[config.mk]
export PLATFORM = sky130hd
export DESIGN_NAME = sst_sync_master_tx
export DESIGN_NICKNAME = d
export VERILOG_FILES = /design/src/rtl/sst_pkg.sv /design/src/rtl/sst_sync_master_tx.sv
export SDC_FILE = /design/constraint.sdc
export NUM_CORES = 1
export LEC_CHECK = 0
export BUFFER_PORTS_ARGS = -buffer_cell sky130_fd_sc_hd__buf_2
export CAP_MARGIN = 20
export CORE_MARGIN = 3
export CORE_UTILIZATION = 30
export CTS_CLUSTER_DIAMETER = 150
export DETAILED_ROUTE_END_ITERATION = 10
export PLACE_DENSITY_LB_ADDON = 0.2
export SYNTH_ARGS = -nofsm -noshare
export SYNTH_HDL_FRONTEND = slang
export SYNTH_SLANG_ARGS = --single-unit
[constraint.sdc]
create_clock -name CLOCK_IN -period 2.3 [get_ports CLOCK_IN]
set_input_delay 0.23 -clock CLOCK_IN [delete_from_list [all_inputs] [get_ports CLOCK_IN]]
set_output_delay 0.23 -clock CLOCK_IN [all_outputs]
set_load 0.005 [all_outputs]
[src/rtl/sst_pkg.sv]
// Constants, register map and carrier types for the synchronous serial transmitter.
// Assumes a single 200 MHz system clock domain.
`default_nettype none

package sst_pkg;

	// ------------------------------------------------------------
	// Register indices (plain port addressing)
	// ------------------------------------------------------------
	localparam logic [2:0] ADDR_TX_STATUS_CONTROL = 3'h0;
	localparam logic [2:0] ADDR_RX_STATUS_CONTROL = 3'h1;
	localparam logic [2:0] ADDR_BAUD_DIVISOR      = 3'h2;
	localparam logic [2:0] ADDR_TRANSMIT_DATA     = 3'h3;
	localparam logic [2:0] ADDR_PERIPH_IRQ_ENABLE = 3'h4;
	localparam logic [2:0] ADDR_PERIPH_IRQ_FLAGS  = 3'h5;

	// ------------------------------------------------------------
	// Reset values
	// ------------------------------------------------------------
	localparam logic [7:0] RESET_TX_STATUS_CONTROL = 8'h02;
	localparam logic [7:0] RESET_ZERO              = 8'h00;

	// ------------------------------------------------------------
	// Field positions
	// ------------------------------------------------------------
	// Transmit status/control
	localparam int TXSC_CLOCK_SOURCE_MASTER = 7;
	localparam int TXSC_NINE_BIT_TRANSMIT   = 6;
	localparam int TXSC_TRANSMITTER_ENABLE  = 5;
	localparam int TXSC_CLOCKED_MODE        = 4;
	localparam int TXSC_HIGH_BAUD_SELECT    = 2;
	localparam int TXSC_SHIFT_REG_EMPTY     = 1;
	localparam int TXSC_NINTH_TRANSMIT_BIT  = 0;
	// Receive status/control
	localparam int RXSC_PORT_ENABLE         = 7;
	localparam int RXSC_SINGLE_RECEIVE      = 5;
	localparam int RXSC_CONTINUOUS_RECEIVE  = 4;
	// Peripheral interrupt enable and flags
	localparam int IRQ_TRANSMIT_BIT         = 4;

	// ------------------------------------------------------------
	// Character lengths and timing
	// ------------------------------------------------------------
	localparam logic [3:0] BITS_EIGHT       = 4'h8;
	localparam logic [3:0] BITS_NINE        = 4'h9;
	localparam int         LINK_SYNC_STAGES = 2;

	// ------------------------------------------------------------
	// Types
	// ------------------------------------------------------------
	typedef enum logic [1:0] {
		SST_IDLE,
		SST_LEAD,
		SST_TRAIL
	} sst_state_e;

	typedef struct packed {
		logic clock_source_master;
		logic nine_bit_transmit;
		logic transmitter_enable;
		logic clocked_mode;
		logic unused_bit;
		logic high_baud_select;
		logic shift_register_empty;
		logic ninth_transmit_bit;
	} sst_tx_status_control_s;

	typedef struct packed {
		logic       write;
		logic       read;
		logic [2:0] addr;
		logic [7:0] data;
	} sst_bus_s;

endpackage

`default_nettype wire

[src/rtl/sst_sync_master_tx.sv]
// Synchronous master transmit path of a serial port with plain register port.
// Assumes one 200 MHz clock, synchronous active-high reset and a pin pad outside.
`default_nettype none

module sst_sync_master_tx #(
	parameter int DATA_WIDTH = 8
) (
	// Clock and reset
	input  wire logic       CLOCK_IN,
	input  wire logic       RESET_IN,
	// Register port
	input  wire logic [2:0] ADDR_IN,
	input  wire logic [7:0] WDATA_IN,
	input  wire logic       WRITE_IN,
	input  wire logic       READ_IN,
	output var  logic [7:0] RDATA_OUT,
	// Clock pin
	input  wire logic       CLOCK_PIN_IN,
	output var  logic       CLOCK_PIN_OUT,
	output var  logic       CLOCK_PIN_OE_OUT,
	// Data pin
	input  wire logic       DATA_PIN_IN,
	output var  logic       DATA_PIN_OUT,
	output var  logic       DATA_PIN_OE_OUT,
	// Interrupt request level
	output var  logic       TX_IRQ_OUT
);

	// ------------------------------------------------------------
	// Register storage
	// ------------------------------------------------------------
	sst_pkg::sst_tx_status_control_s tx_ctrl;
	logic [7:0]                      rx_ctrl;
	logic [7:0]                      baud_divisor;
	logic [7:0]                      irq_enable;
	logic [7:0]                      transmit_data;
	logic                            data_ninth;
	logic                            data_full;
	logic [8:0]                      transmit_shift_reg;
	logic [3:0]                      bits_left;
	logic [10:0]                     baud_count;
	sst_pkg::sst_state_e             state;
	sst_pkg::sst_bus_s               bus;
	logic [1:0]                      clock_pin_sync;
	logic [1:0]                      data_pin_sync;

	// Bus signals gathered into one carrier
	assign bus = '{write: WRITE_IN, read: READ_IN, addr: ADDR_IN, data: WDATA_IN};

	// ------------------------------------------------------------
	// Mode decode
	// ------------------------------------------------------------
	logic port_on;
	logic master_tx;
	logic link_drive;
	logic load_shift;
	logic baud_tick;
	logic [10:0] baud_reload;
	logic tx_flag;

	// Synchronous master transmit only with port on, receivers off
	assign port_on = rx_ctrl[sst_pkg::RXSC_PORT_ENABLE];
	assign master_tx = port_on && tx_ctrl.clocked_mode
		&& tx_ctrl.clock_source_master
		&& !rx_ctrl[sst_pkg::RXSC_SINGLE_RECEIVE]
		&& !rx_ctrl[sst_pkg::RXSC_CONTINUOUS_RECEIVE]
		&& tx_ctrl.transmitter_enable;
	// Clock pin driver on whenever the port is a synchronous master
	// Clock driver stays on between characters so the line idles at a known level
	assign link_drive = port_on && tx_ctrl.clocked_mode && tx_ctrl.clock_source_master;

	// Half period in system clocks: divisor+1, times four unless high speed
	// Low speed with the largest divisor needs 1024 clocks, hence eleven bits
	function automatic logic [10:0] half_period(input logic [7:0] div, input logic hi);
		logic [10:0] base;
		base = {3'h0, div} + 11'h001;
		half_period = hi ? base : {base[8:0], 2'h0};
	endfunction

	assign baud_reload = half_period(baud_divisor, tx_ctrl.high_baud_select);
	assign baud_tick = (baud_count == 11'h001);
	// Holding register moves to an idle shifter at once
	assign load_shift = master_tx && data_full && (state == sst_pkg::SST_IDLE);

	// Transmit flag: transmitter enabled and holding register free, clear out of reset
	assign tx_flag = !data_full && tx_ctrl.transmitter_enable;

	// ------------------------------------------------------------
	// Register writes
	// ------------------------------------------------------------
	// Control registers; the shifter itself has no address
	always_ff @(posedge CLOCK_IN) begin
		if (RESET_IN) begin
			tx_ctrl      <= sst_pkg::RESET_TX_STATUS_CONTROL;
			rx_ctrl      <= sst_pkg::RESET_ZERO;
			baud_divisor <= sst_pkg::RESET_ZERO;
			irq_enable   <= sst_pkg::RESET_ZERO;
		end else if (bus.write) begin
			unique case (bus.addr)
				sst_pkg::ADDR_TX_STATUS_CONTROL: begin
					tx_ctrl <= {bus.data[7:4], 1'b0, bus.data[2], tx_ctrl.shift_register_empty,
						bus.data[0]};
				end
				sst_pkg::ADDR_RX_STATUS_CONTROL: begin
					rx_ctrl <= bus.data;
				end
				sst_pkg::ADDR_BAUD_DIVISOR: begin
					baud_divisor <= bus.data;
				end
				sst_pkg::ADDR_PERIPH_IRQ_ENABLE: begin
					irq_enable <= bus.data;
				end
				default: begin
				end
			endcase
		end
	end

	// Holding register: write fills it, transfer to shifter empties it
	// A write in the transfer cycle wins, so the new character waits its turn
	always_ff @(posedge CLOCK_IN) begin
		if (RESET_IN) begin
			transmit_data <= sst_pkg::RESET_ZERO;
			data_ninth    <= 1'b0;
			data_full     <= 1'b0;
		end else if (bus.write && bus.addr == sst_pkg::ADDR_TRANSMIT_DATA) begin
			transmit_data <= bus.data;
			data_ninth    <= tx_ctrl.ninth_transmit_bit;
			data_full     <= 1'b1;
		end else if (load_shift || !port_on) begin
			data_full <= 1'b0;
		end
	end

	// ------------------------------------------------------------
	// Baud generator
	// ------------------------------------------------------------
	// Counts half periods only while a character is shifting
	// Reloaded while idle so the first half period is always full length
	always_ff @(posedge CLOCK_IN) begin
		if (RESET_IN) begin
			baud_count <= 11'h001;
		end else if (state == sst_pkg::SST_IDLE || baud_tick) begin
			baud_count <= baud_reload;
		end else begin
			baud_count <= baud_count - 11'h001;
		end
	end

	// ------------------------------------------------------------
	// Shift engine
	// ------------------------------------------------------------
	// Leading edge drives a bit, trailing edge lets the slave sample
	// Leaving master transmit drops a half-sent character and parks the clock low
	// The last low half runs out in full before the engine goes idle
	always_ff @(posedge CLOCK_IN) begin
		if (RESET_IN) begin
			state              <= sst_pkg::SST_IDLE;
			transmit_shift_reg <= 9'h000;
			bits_left          <= 4'h0;
			CLOCK_PIN_OUT      <= 1'b0;
			DATA_PIN_OUT       <= 1'b0;
		end else if (!master_tx) begin
			state         <= sst_pkg::SST_IDLE;
			CLOCK_PIN_OUT <= 1'b0;
		end else begin
			unique case (state)
				sst_pkg::SST_IDLE: begin
					CLOCK_PIN_OUT <= 1'b0;
					if (load_shift) begin
						// Data bits only, no framing bits
						transmit_shift_reg <= {data_ninth, transmit_data};
						bits_left <= tx_ctrl.nine_bit_transmit ? sst_pkg::BITS_NINE
							: sst_pkg::BITS_EIGHT;
						DATA_PIN_OUT  <= transmit_data[0];
						CLOCK_PIN_OUT <= 1'b1;
						state         <= sst_pkg::SST_LEAD;
					end
				end
				sst_pkg::SST_LEAD: begin
					if (baud_tick) begin
						CLOCK_PIN_OUT <= 1'b0;
						state         <= sst_pkg::SST_TRAIL;
						bits_left     <= bits_left - 4'h1;
						transmit_shift_reg <= {1'b0, transmit_shift_reg[8:1]};
					end
				end
				sst_pkg::SST_TRAIL: begin
					if (baud_tick) begin
						if (bits_left == 4'h0) begin
							state <= sst_pkg::SST_IDLE;
						end else begin
							DATA_PIN_OUT  <= transmit_shift_reg[0];
							CLOCK_PIN_OUT <= 1'b1;
							state         <= sst_pkg::SST_LEAD;
						end
					end
				end
				default: begin
					state <= sst_pkg::SST_IDLE; // Unused state code
				end
			endcase
		end
	end

	// ------------------------------------------------------------
	// Shifter-empty status and pin enables
	// ------------------------------------------------------------
	// Status bit tracks the engine; enables follow the mode
	// Interrupt level needs the flag, its enable and the port all on
	always_ff @(posedge CLOCK_IN) begin
		if (RESET_IN) begin
			CLOCK_PIN_OE_OUT <= 1'b0;
			DATA_PIN_OE_OUT  <= 1'b0;
			TX_IRQ_OUT       <= 1'b0;
		end else begin
			CLOCK_PIN_OE_OUT <= link_drive;
			DATA_PIN_OE_OUT  <= master_tx || (link_drive && state != sst_pkg::SST_IDLE);
			TX_IRQ_OUT       <= tx_flag && irq_enable[sst_pkg::IRQ_TRANSMIT_BIT]
				&& port_on;
		end
	end

	// Shifter empty whenever no character is shifting
	logic shifter_empty;
	assign shifter_empty = (state == sst_pkg::SST_IDLE) && !load_shift;

	// ------------------------------------------------------------
	// Pin sampling (kept synchronised, but no register read returns it)
	// ------------------------------------------------------------
	// Transmit never reads the pins back; only the second stage is meant to be read
	always_ff @(posedge CLOCK_IN) begin
		if (RESET_IN) begin
			clock_pin_sync <= 2'h0;
			data_pin_sync  <= 2'h0;
		end else begin
			clock_pin_sync <= {clock_pin_sync[0], CLOCK_PIN_IN};
			data_pin_sync  <= {data_pin_sync[0], DATA_PIN_IN};
		end
	end

	// ------------------------------------------------------------
	// Register reads, data one cycle after the strobe
	// ------------------------------------------------------------
	always_ff @(posedge CLOCK_IN) begin
		if (RESET_IN) begin
			RDATA_OUT <= 8'h00;
		end else if (bus.read) begin
			unique case (bus.addr)
				sst_pkg::ADDR_TX_STATUS_CONTROL: begin
					RDATA_OUT <= {tx_ctrl[7:4], 1'b0, tx_ctrl.high_baud_select, shifter_empty,
						tx_ctrl.ninth_transmit_bit};
				end
				sst_pkg::ADDR_RX_STATUS_CONTROL: begin
					RDATA_OUT <= rx_ctrl;
				end
				sst_pkg::ADDR_BAUD_DIVISOR: begin
					RDATA_OUT <= baud_divisor;
				end
				sst_pkg::ADDR_PERIPH_IRQ_ENABLE: begin
					RDATA_OUT <= irq_enable;
				end
				sst_pkg::ADDR_PERIPH_IRQ_FLAGS: begin
					RDATA_OUT <= {3'h0, tx_flag, 4'h0};
				end
				// Write-only data register and unused indices read zero
				default: begin
					RDATA_OUT <= 8'h00;
				end
			endcase
		end else begin
			RDATA_OUT <= 8'h00;
		end
	end

endmodule // sst_sync_master_tx

`default_nettype wire

-- Word level (Yosys, flattened, before mapping)
Index checks and enable logic that the tools add are counted.
W data, S select, Z words.
- muxes and demuxes: 26
- bitwise gates (word level): 2
- equality and inequality tests: 12
- reductions and logical operators: 39
- $add $sub $neg: 3
- operators with widths (kind ; count):
    $pmux W8 S5 ; 1
    $mux W11 ; 2
    $mux W9 ; 2
    $pmux W9 S2 ; 1
    $logic_and A1 B1 Y1 ; 13
    $eq A11 B1 Y1 const B ; 1
    $mux W1 ; 11
    $sub A11 B1 Y11 const B ; 1
    $add A8 B1 Y9 const B ; 1
    $mux W4 ; 2
    $ne A2 B2 Y1 const B ; 4
    $pmux W4 S2 ; 1
    $reduce_and A2 Y1 ; 4
    $reduce_and A4 Y1 ; 2
    $reduce_bool A2 Y1 ; 4
    $eq A3 B2 Y1 const B ; 2
    $eq A3 B3 Y1 const B ; 2
    $mux W2 ; 3
    $pmux W2 S3 ; 1
    $logic_not A1 Y1 ; 5
    $reduce_and A5 Y1 ; 1
    $logic_not A4 Y1 ; 1
    $reduce_or A2 Y1 ; 2
    $sub A4 B1 Y4 const B ; 1
    11 further kinds ; 14
- logic and storage cells: 104
- output and inout port bits: 13
- bits of input ports: 17
- register bits: 79

-- Longest topological paths before layout
- depth in word-level cells: 10
- mapped depth: 7
- depth with buffers taken out: 6

-- Worst setup path after synthesis
Ideal clock, no wire load.
- path kind: register to register
- start point: register state[0]
- end point: register baud_count[10]
- buffers on the path: 2
- library setup time: 0.086 ns
- arrival time: 1.665 ns
- stages on the path, launching flop included: 8
- clock period less this slack: 1.750 ns
- slack: 0.550 ns
- data required time: 2.214 ns
- cells stage by stage: dfxtp_1 inv_1 ha_1 clkbuf_1 a31oi_1 buf_2 a31oi_1 a211oi_1
- longest elaborated chain between the ends: 3
- ends and longest elaborated chain (what ; RTL line ; RTL):
    from (decl) ; sst_sync_master_tx.sv:42 ; sst_pkg::sst_state_e state;
    from (signal assigned) ; sst_sync_master_tx.sv:158 ; state <= sst_pkg::SST_IDLE;
    from (signal assigned) ; sst_sync_master_tx.sv:164 ; state <= sst_pkg::SST_IDLE;
    from (signal assigned) ; sst_sync_master_tx.sv:177 ; state <= sst_pkg::SST_LEAD;
    $logic_not A2 Y1 ; sst_sync_master_tx.sv:143 ; end else if (state == sst_pkg::SST_IDLE || baud_tick) begin
    $logic_or A1 B1 Y1 ; sst_sync_master_tx.sv:143 ;
    $mux W11 ; sst_sync_master_tx.sv:143 ;
    to (signal assigned) ; sst_sync_master_tx.sv:144 ; baud_count <= baud_reload;
    to (signal assigned) ; sst_sync_master_tx.sv:146 ; baud_count <= baud_count - 11'h001;
    to (decl) ; sst_sync_master_tx.sv:41 ; logic [10:0] baud_count;
No other way between the ends.
A chain may end at the register's enable or synchronous reset.

-- Worst setup path after layout
- start point: register state[0]
- end point: register bits_left[1]
- longest elaborated chain between the ends: 4
- elaborated cells between the ends (all ways): 8
- those cells by class: 3 x eq/ne; 1 x mux; 4 x reduce/logical
- ends and longest elaborated chain (what ; RTL line ; RTL):
    $logic_not A2 Y1 ; sst_sync_master_tx.sv:83, sst_sync_master_tx.sv:167 ;
    $logic_and A1 B1 Y1 ; sst_sync_master_tx.sv:83 ; assign load_shift = master_tx && data_full && (state == sst_pkg::SST_IDLE);
    $ne A2 B2 Y1 (no line) ; n/a ;
    $reduce_and A4 Y1 (no line) ; n/a ;
    to (signal assigned) ; sst_sync_master_tx.sv:173 ; bits_left <= tx_ctrl.nine_bit_transmit ? sst_pkg::BITS_NINE
    to (signal assigned) ; sst_sync_master_tx.sv:184 ; bits_left <= bits_left - 4'h1;
    to (decl) ; sst_sync_master_tx.sv:40 ; logic [3:0] bits_left;
Several ways; a longest one is shown, not always the timed one.

==> results.json <==
{
  "die-width_um": 122,
  "ctsHtreeMaxLevel": 3,
  "diodes": 0,
  "ctsRootBufferMaster": "clkbuf_16",
  "drive_gt1_frac": 0.143,
  "worstPathCellList": "inv_1 -> ha_1 -> nand2b_1 -> o2111ai_1 -> or4_1 -> a21oi_1",
  "vias": 3355,
  "path_clk_slew_ps": 60,
  "antenna_left": 0,
  "synth.yosys.seq_area_share": 0.393,
  "pwr-share-comb": 0.071,
  "min_path_type": "input pin to flip-flop",
  "p_int_w": 0.00223,
  "period_share": 0.873,
  "cp-start-kind": "flip-flop",
  "critPathMaxFanout": 14,
  "crit_slowest_cell": "or4_1",
  "hold_viol": 0,
  "p_leak_nw": 1.59,
  "end_kind": "flip-flop",
  "gr-total-overflow": 0,
  "syn_avg_cell_area_um2": 8.84,
  "critPathMaxStageDelay_ps": 480,
  "synth.distinct_cells": 64,
  "finalMaxSlewViolations": 0,
  "io_buffers": 27,
  "ir_drop_mv": 0.297,
  "synthCells": 456,
  "wl_per_cell_um": 15.4,
  "fin_setup_tns_ps": 0,
  "fmax_mhz": 498,
  "die_h_um": 122,
  "drc_errors": 0,
  "dpl_cell_area_mm2": 0.00435,
  "cts_tree": "built",
  "multi_input_area_mm2": 0.00227,
  "cts.sinks": 79,
  "power.density_mw_per_mm2": 637,
  "p_sw_frac": 0.243,
  "grt_antenna_before_repair": 0,
  "syn_nets": 482,
  "cts_setup_buffers": 0,
  "io-pin-count": 30,
  "cts_resized": 0,
  "drtIter0Drc": 260,
  "timing.hold.ws_ps": 191,
  "hpwlAfterDp_mm": 7.21,
  "cp.required_ps": 2560,
  "final_area_mm2": 0.00462,
  "nFillCells": 1342,
  "first_global_vias": 3308,
  "ys.flop_type": "dfxtp_1",
  "p_clk_frac": 0.450,
  "p_sw_w": 0.000717,
  "cp_data_arrival_time_ps": 2270,
  "status": "finished, final reports clean",
  "grt_setup_unrepaired": "false",
  "worstSetupPathType": "flip-flop to flip-flop",
  "seqPwrFrac": 0.480,
  "async_flop_share": 0,
  "largest_reg_flops": 11,
  "synth_seq_cells": 79,
  "grt_pass1_wl_mm": 16.8,
  "worstMarginPinSlew_ps": 752,
  "syn_to_final_growth_pct": 14.8,
  "die_area_mm2": 0.0149,
  "relSlewSlack": 0.498,
  "synth_edf_count": 0,
  "worstSkewPairLatency_ps": 330,
  "start_util": 0.313,
  "regArea_mm2": 0.00158,
  "wirelength_mm": 10.1,
  "via_per_inst": 5.14,
  "rows": 41,
  "cts_hold_buf": 0,
  "synth_area_mm2": 0.00403,
  "nNetsFinal": 503,
  "grt_max_degree": 33,
  "setup_violations": 0,
  "gp_congestion": 0.812,
  "totalPowerFinal_w": 0.00295,
  "coreArea_mm2": 0.0129,
  "cts_buffers": 9,
  "ys.warnings.count": 0,
  "drv.max_cap_violation_count": 0,
  "track_usage": 0.143,
  "fin_skew_ps": 6.69,
  "drtPass1Iterations": 4,
  "cts_max_path_buffers": 2,
  "fin_crit_ps": 2010
}
[logic make-up after synthesis]
kind of cell | after synthesis | share of synthesized area
compound gates | 107 | 0.189
xor+xnor | 8 | 0.0174
fa+ha+maj | 9 | 0.0280
buf+inv | 45 | 0.0450
flops | 79 | 0.393
mux | 52 | 0.130
simple gates | 156 | 0.198
[metal layers]
metal	vias to the layer above	track usage	part of all wire
met1	1585	0.199	0.50
met5	-	0	0
met3	10	0.0376	0.048
met4	0	0.0357	0.0096
li1	1703	-	-
met2	57	0.221	0.45
[cell usage in the layout (no fill, tap or decap), drive strengths merged, types with 10 or more instances in the layout]
master / instances
o21ai: 11
nor2: 53
nand2: 37
clkbuf: 11
buf: 40
a21oi: 29
mux2i: 50
inv: 17
a211oi: 15
nand3: 10
dfxtp: 79
[metrics by stage]
stage / std cells / util / setup slack [ps]
after global routing: 653 / 0.359 / 103
after detailed placement: 638 / 0.338 / 311
after CTS: 653 / 0.359 / 303
final: 653 / 0.359 / 293
after global placement: 638 / 0.338 / 330
after floorplan: 456 / - / 550
[layout make-up]
class,instances,share of cell area
Clock buffer,11,0.0525
Clock inverter,4,0.00649
Inverter,15,0.0122
Multi-Input combinational cell,332,0.490
Sequential cell,79,0.342
Tap cell,172,0.0465
Timing Repair Buffer,40,0.0503
[critical path, delay by kind of cell (launching register included)]
| kind | cells | cell delay [ps] |
|---|---|---|
| adder cells (fa/ha/maj) | 1 | 370 |
| flip-flops | 1 | 410 |
| buffers and inverters | 1 | 90 |
| AND/OR/NAND/NOR | 2 | 670 |
| AO/OA/AOI/OAI | 2 | 400 |
[final timing paths]
check	startpoint	end	slack (ps)	cells after the start
max reg2reg	state[0]	bits_left[1]	290	6
min reg2reg	transmit_data[5]	transmit_data[5]	460	2
max	state[0]	bits_left[1]	290	6
min	WDATA_IN[6]	transmit_data[6]	190	3
[power by group through the flow]
| stage | combinational (W) | sequential [W] | clock, W |
|---|---|---|---|
| finish | 0.000209 | 0.00141 | 0.00132 |
| floorplan | 0.000149 | 0.00143 | 0 |
| detailed placement | 0.000209 | 0.00144 | 0 |
| global route | 0.000232 | 0.00141 | 0.00144 |
| global placement | 0.000207 | 0.00144 | 0 |
| CTS | 0.000210 | 0.00141 | 0.00137 |
[cell usage after synthesis (all sizes together) (5+ instances only)]
cell type | instances | area, µm²
a211oi | 15 | 113
a21oi | 29 | 145
a2bb2oi | 7 | 61.3
a31oi | 6 | 37.5
buf | 14 | 65.1
clkbuf | 16 | 60.1
dfxtp | 79 | 1580
ha | 9 | 113
inv | 15 | 56.3
mux2i | 50 | 500
nand2 | 37 | 139
nand2b | 7 | 43.8
nand3 | 10 | 50.1
nor2 | 53 | 206
nor2b | 9 | 56.3
nor3 | 9 | 55.1
o21ai | 11 | 55.1
o32a | 5 | 50.1
xnor2 | 5 | 43.8
(Power assumes the default switching activity.)
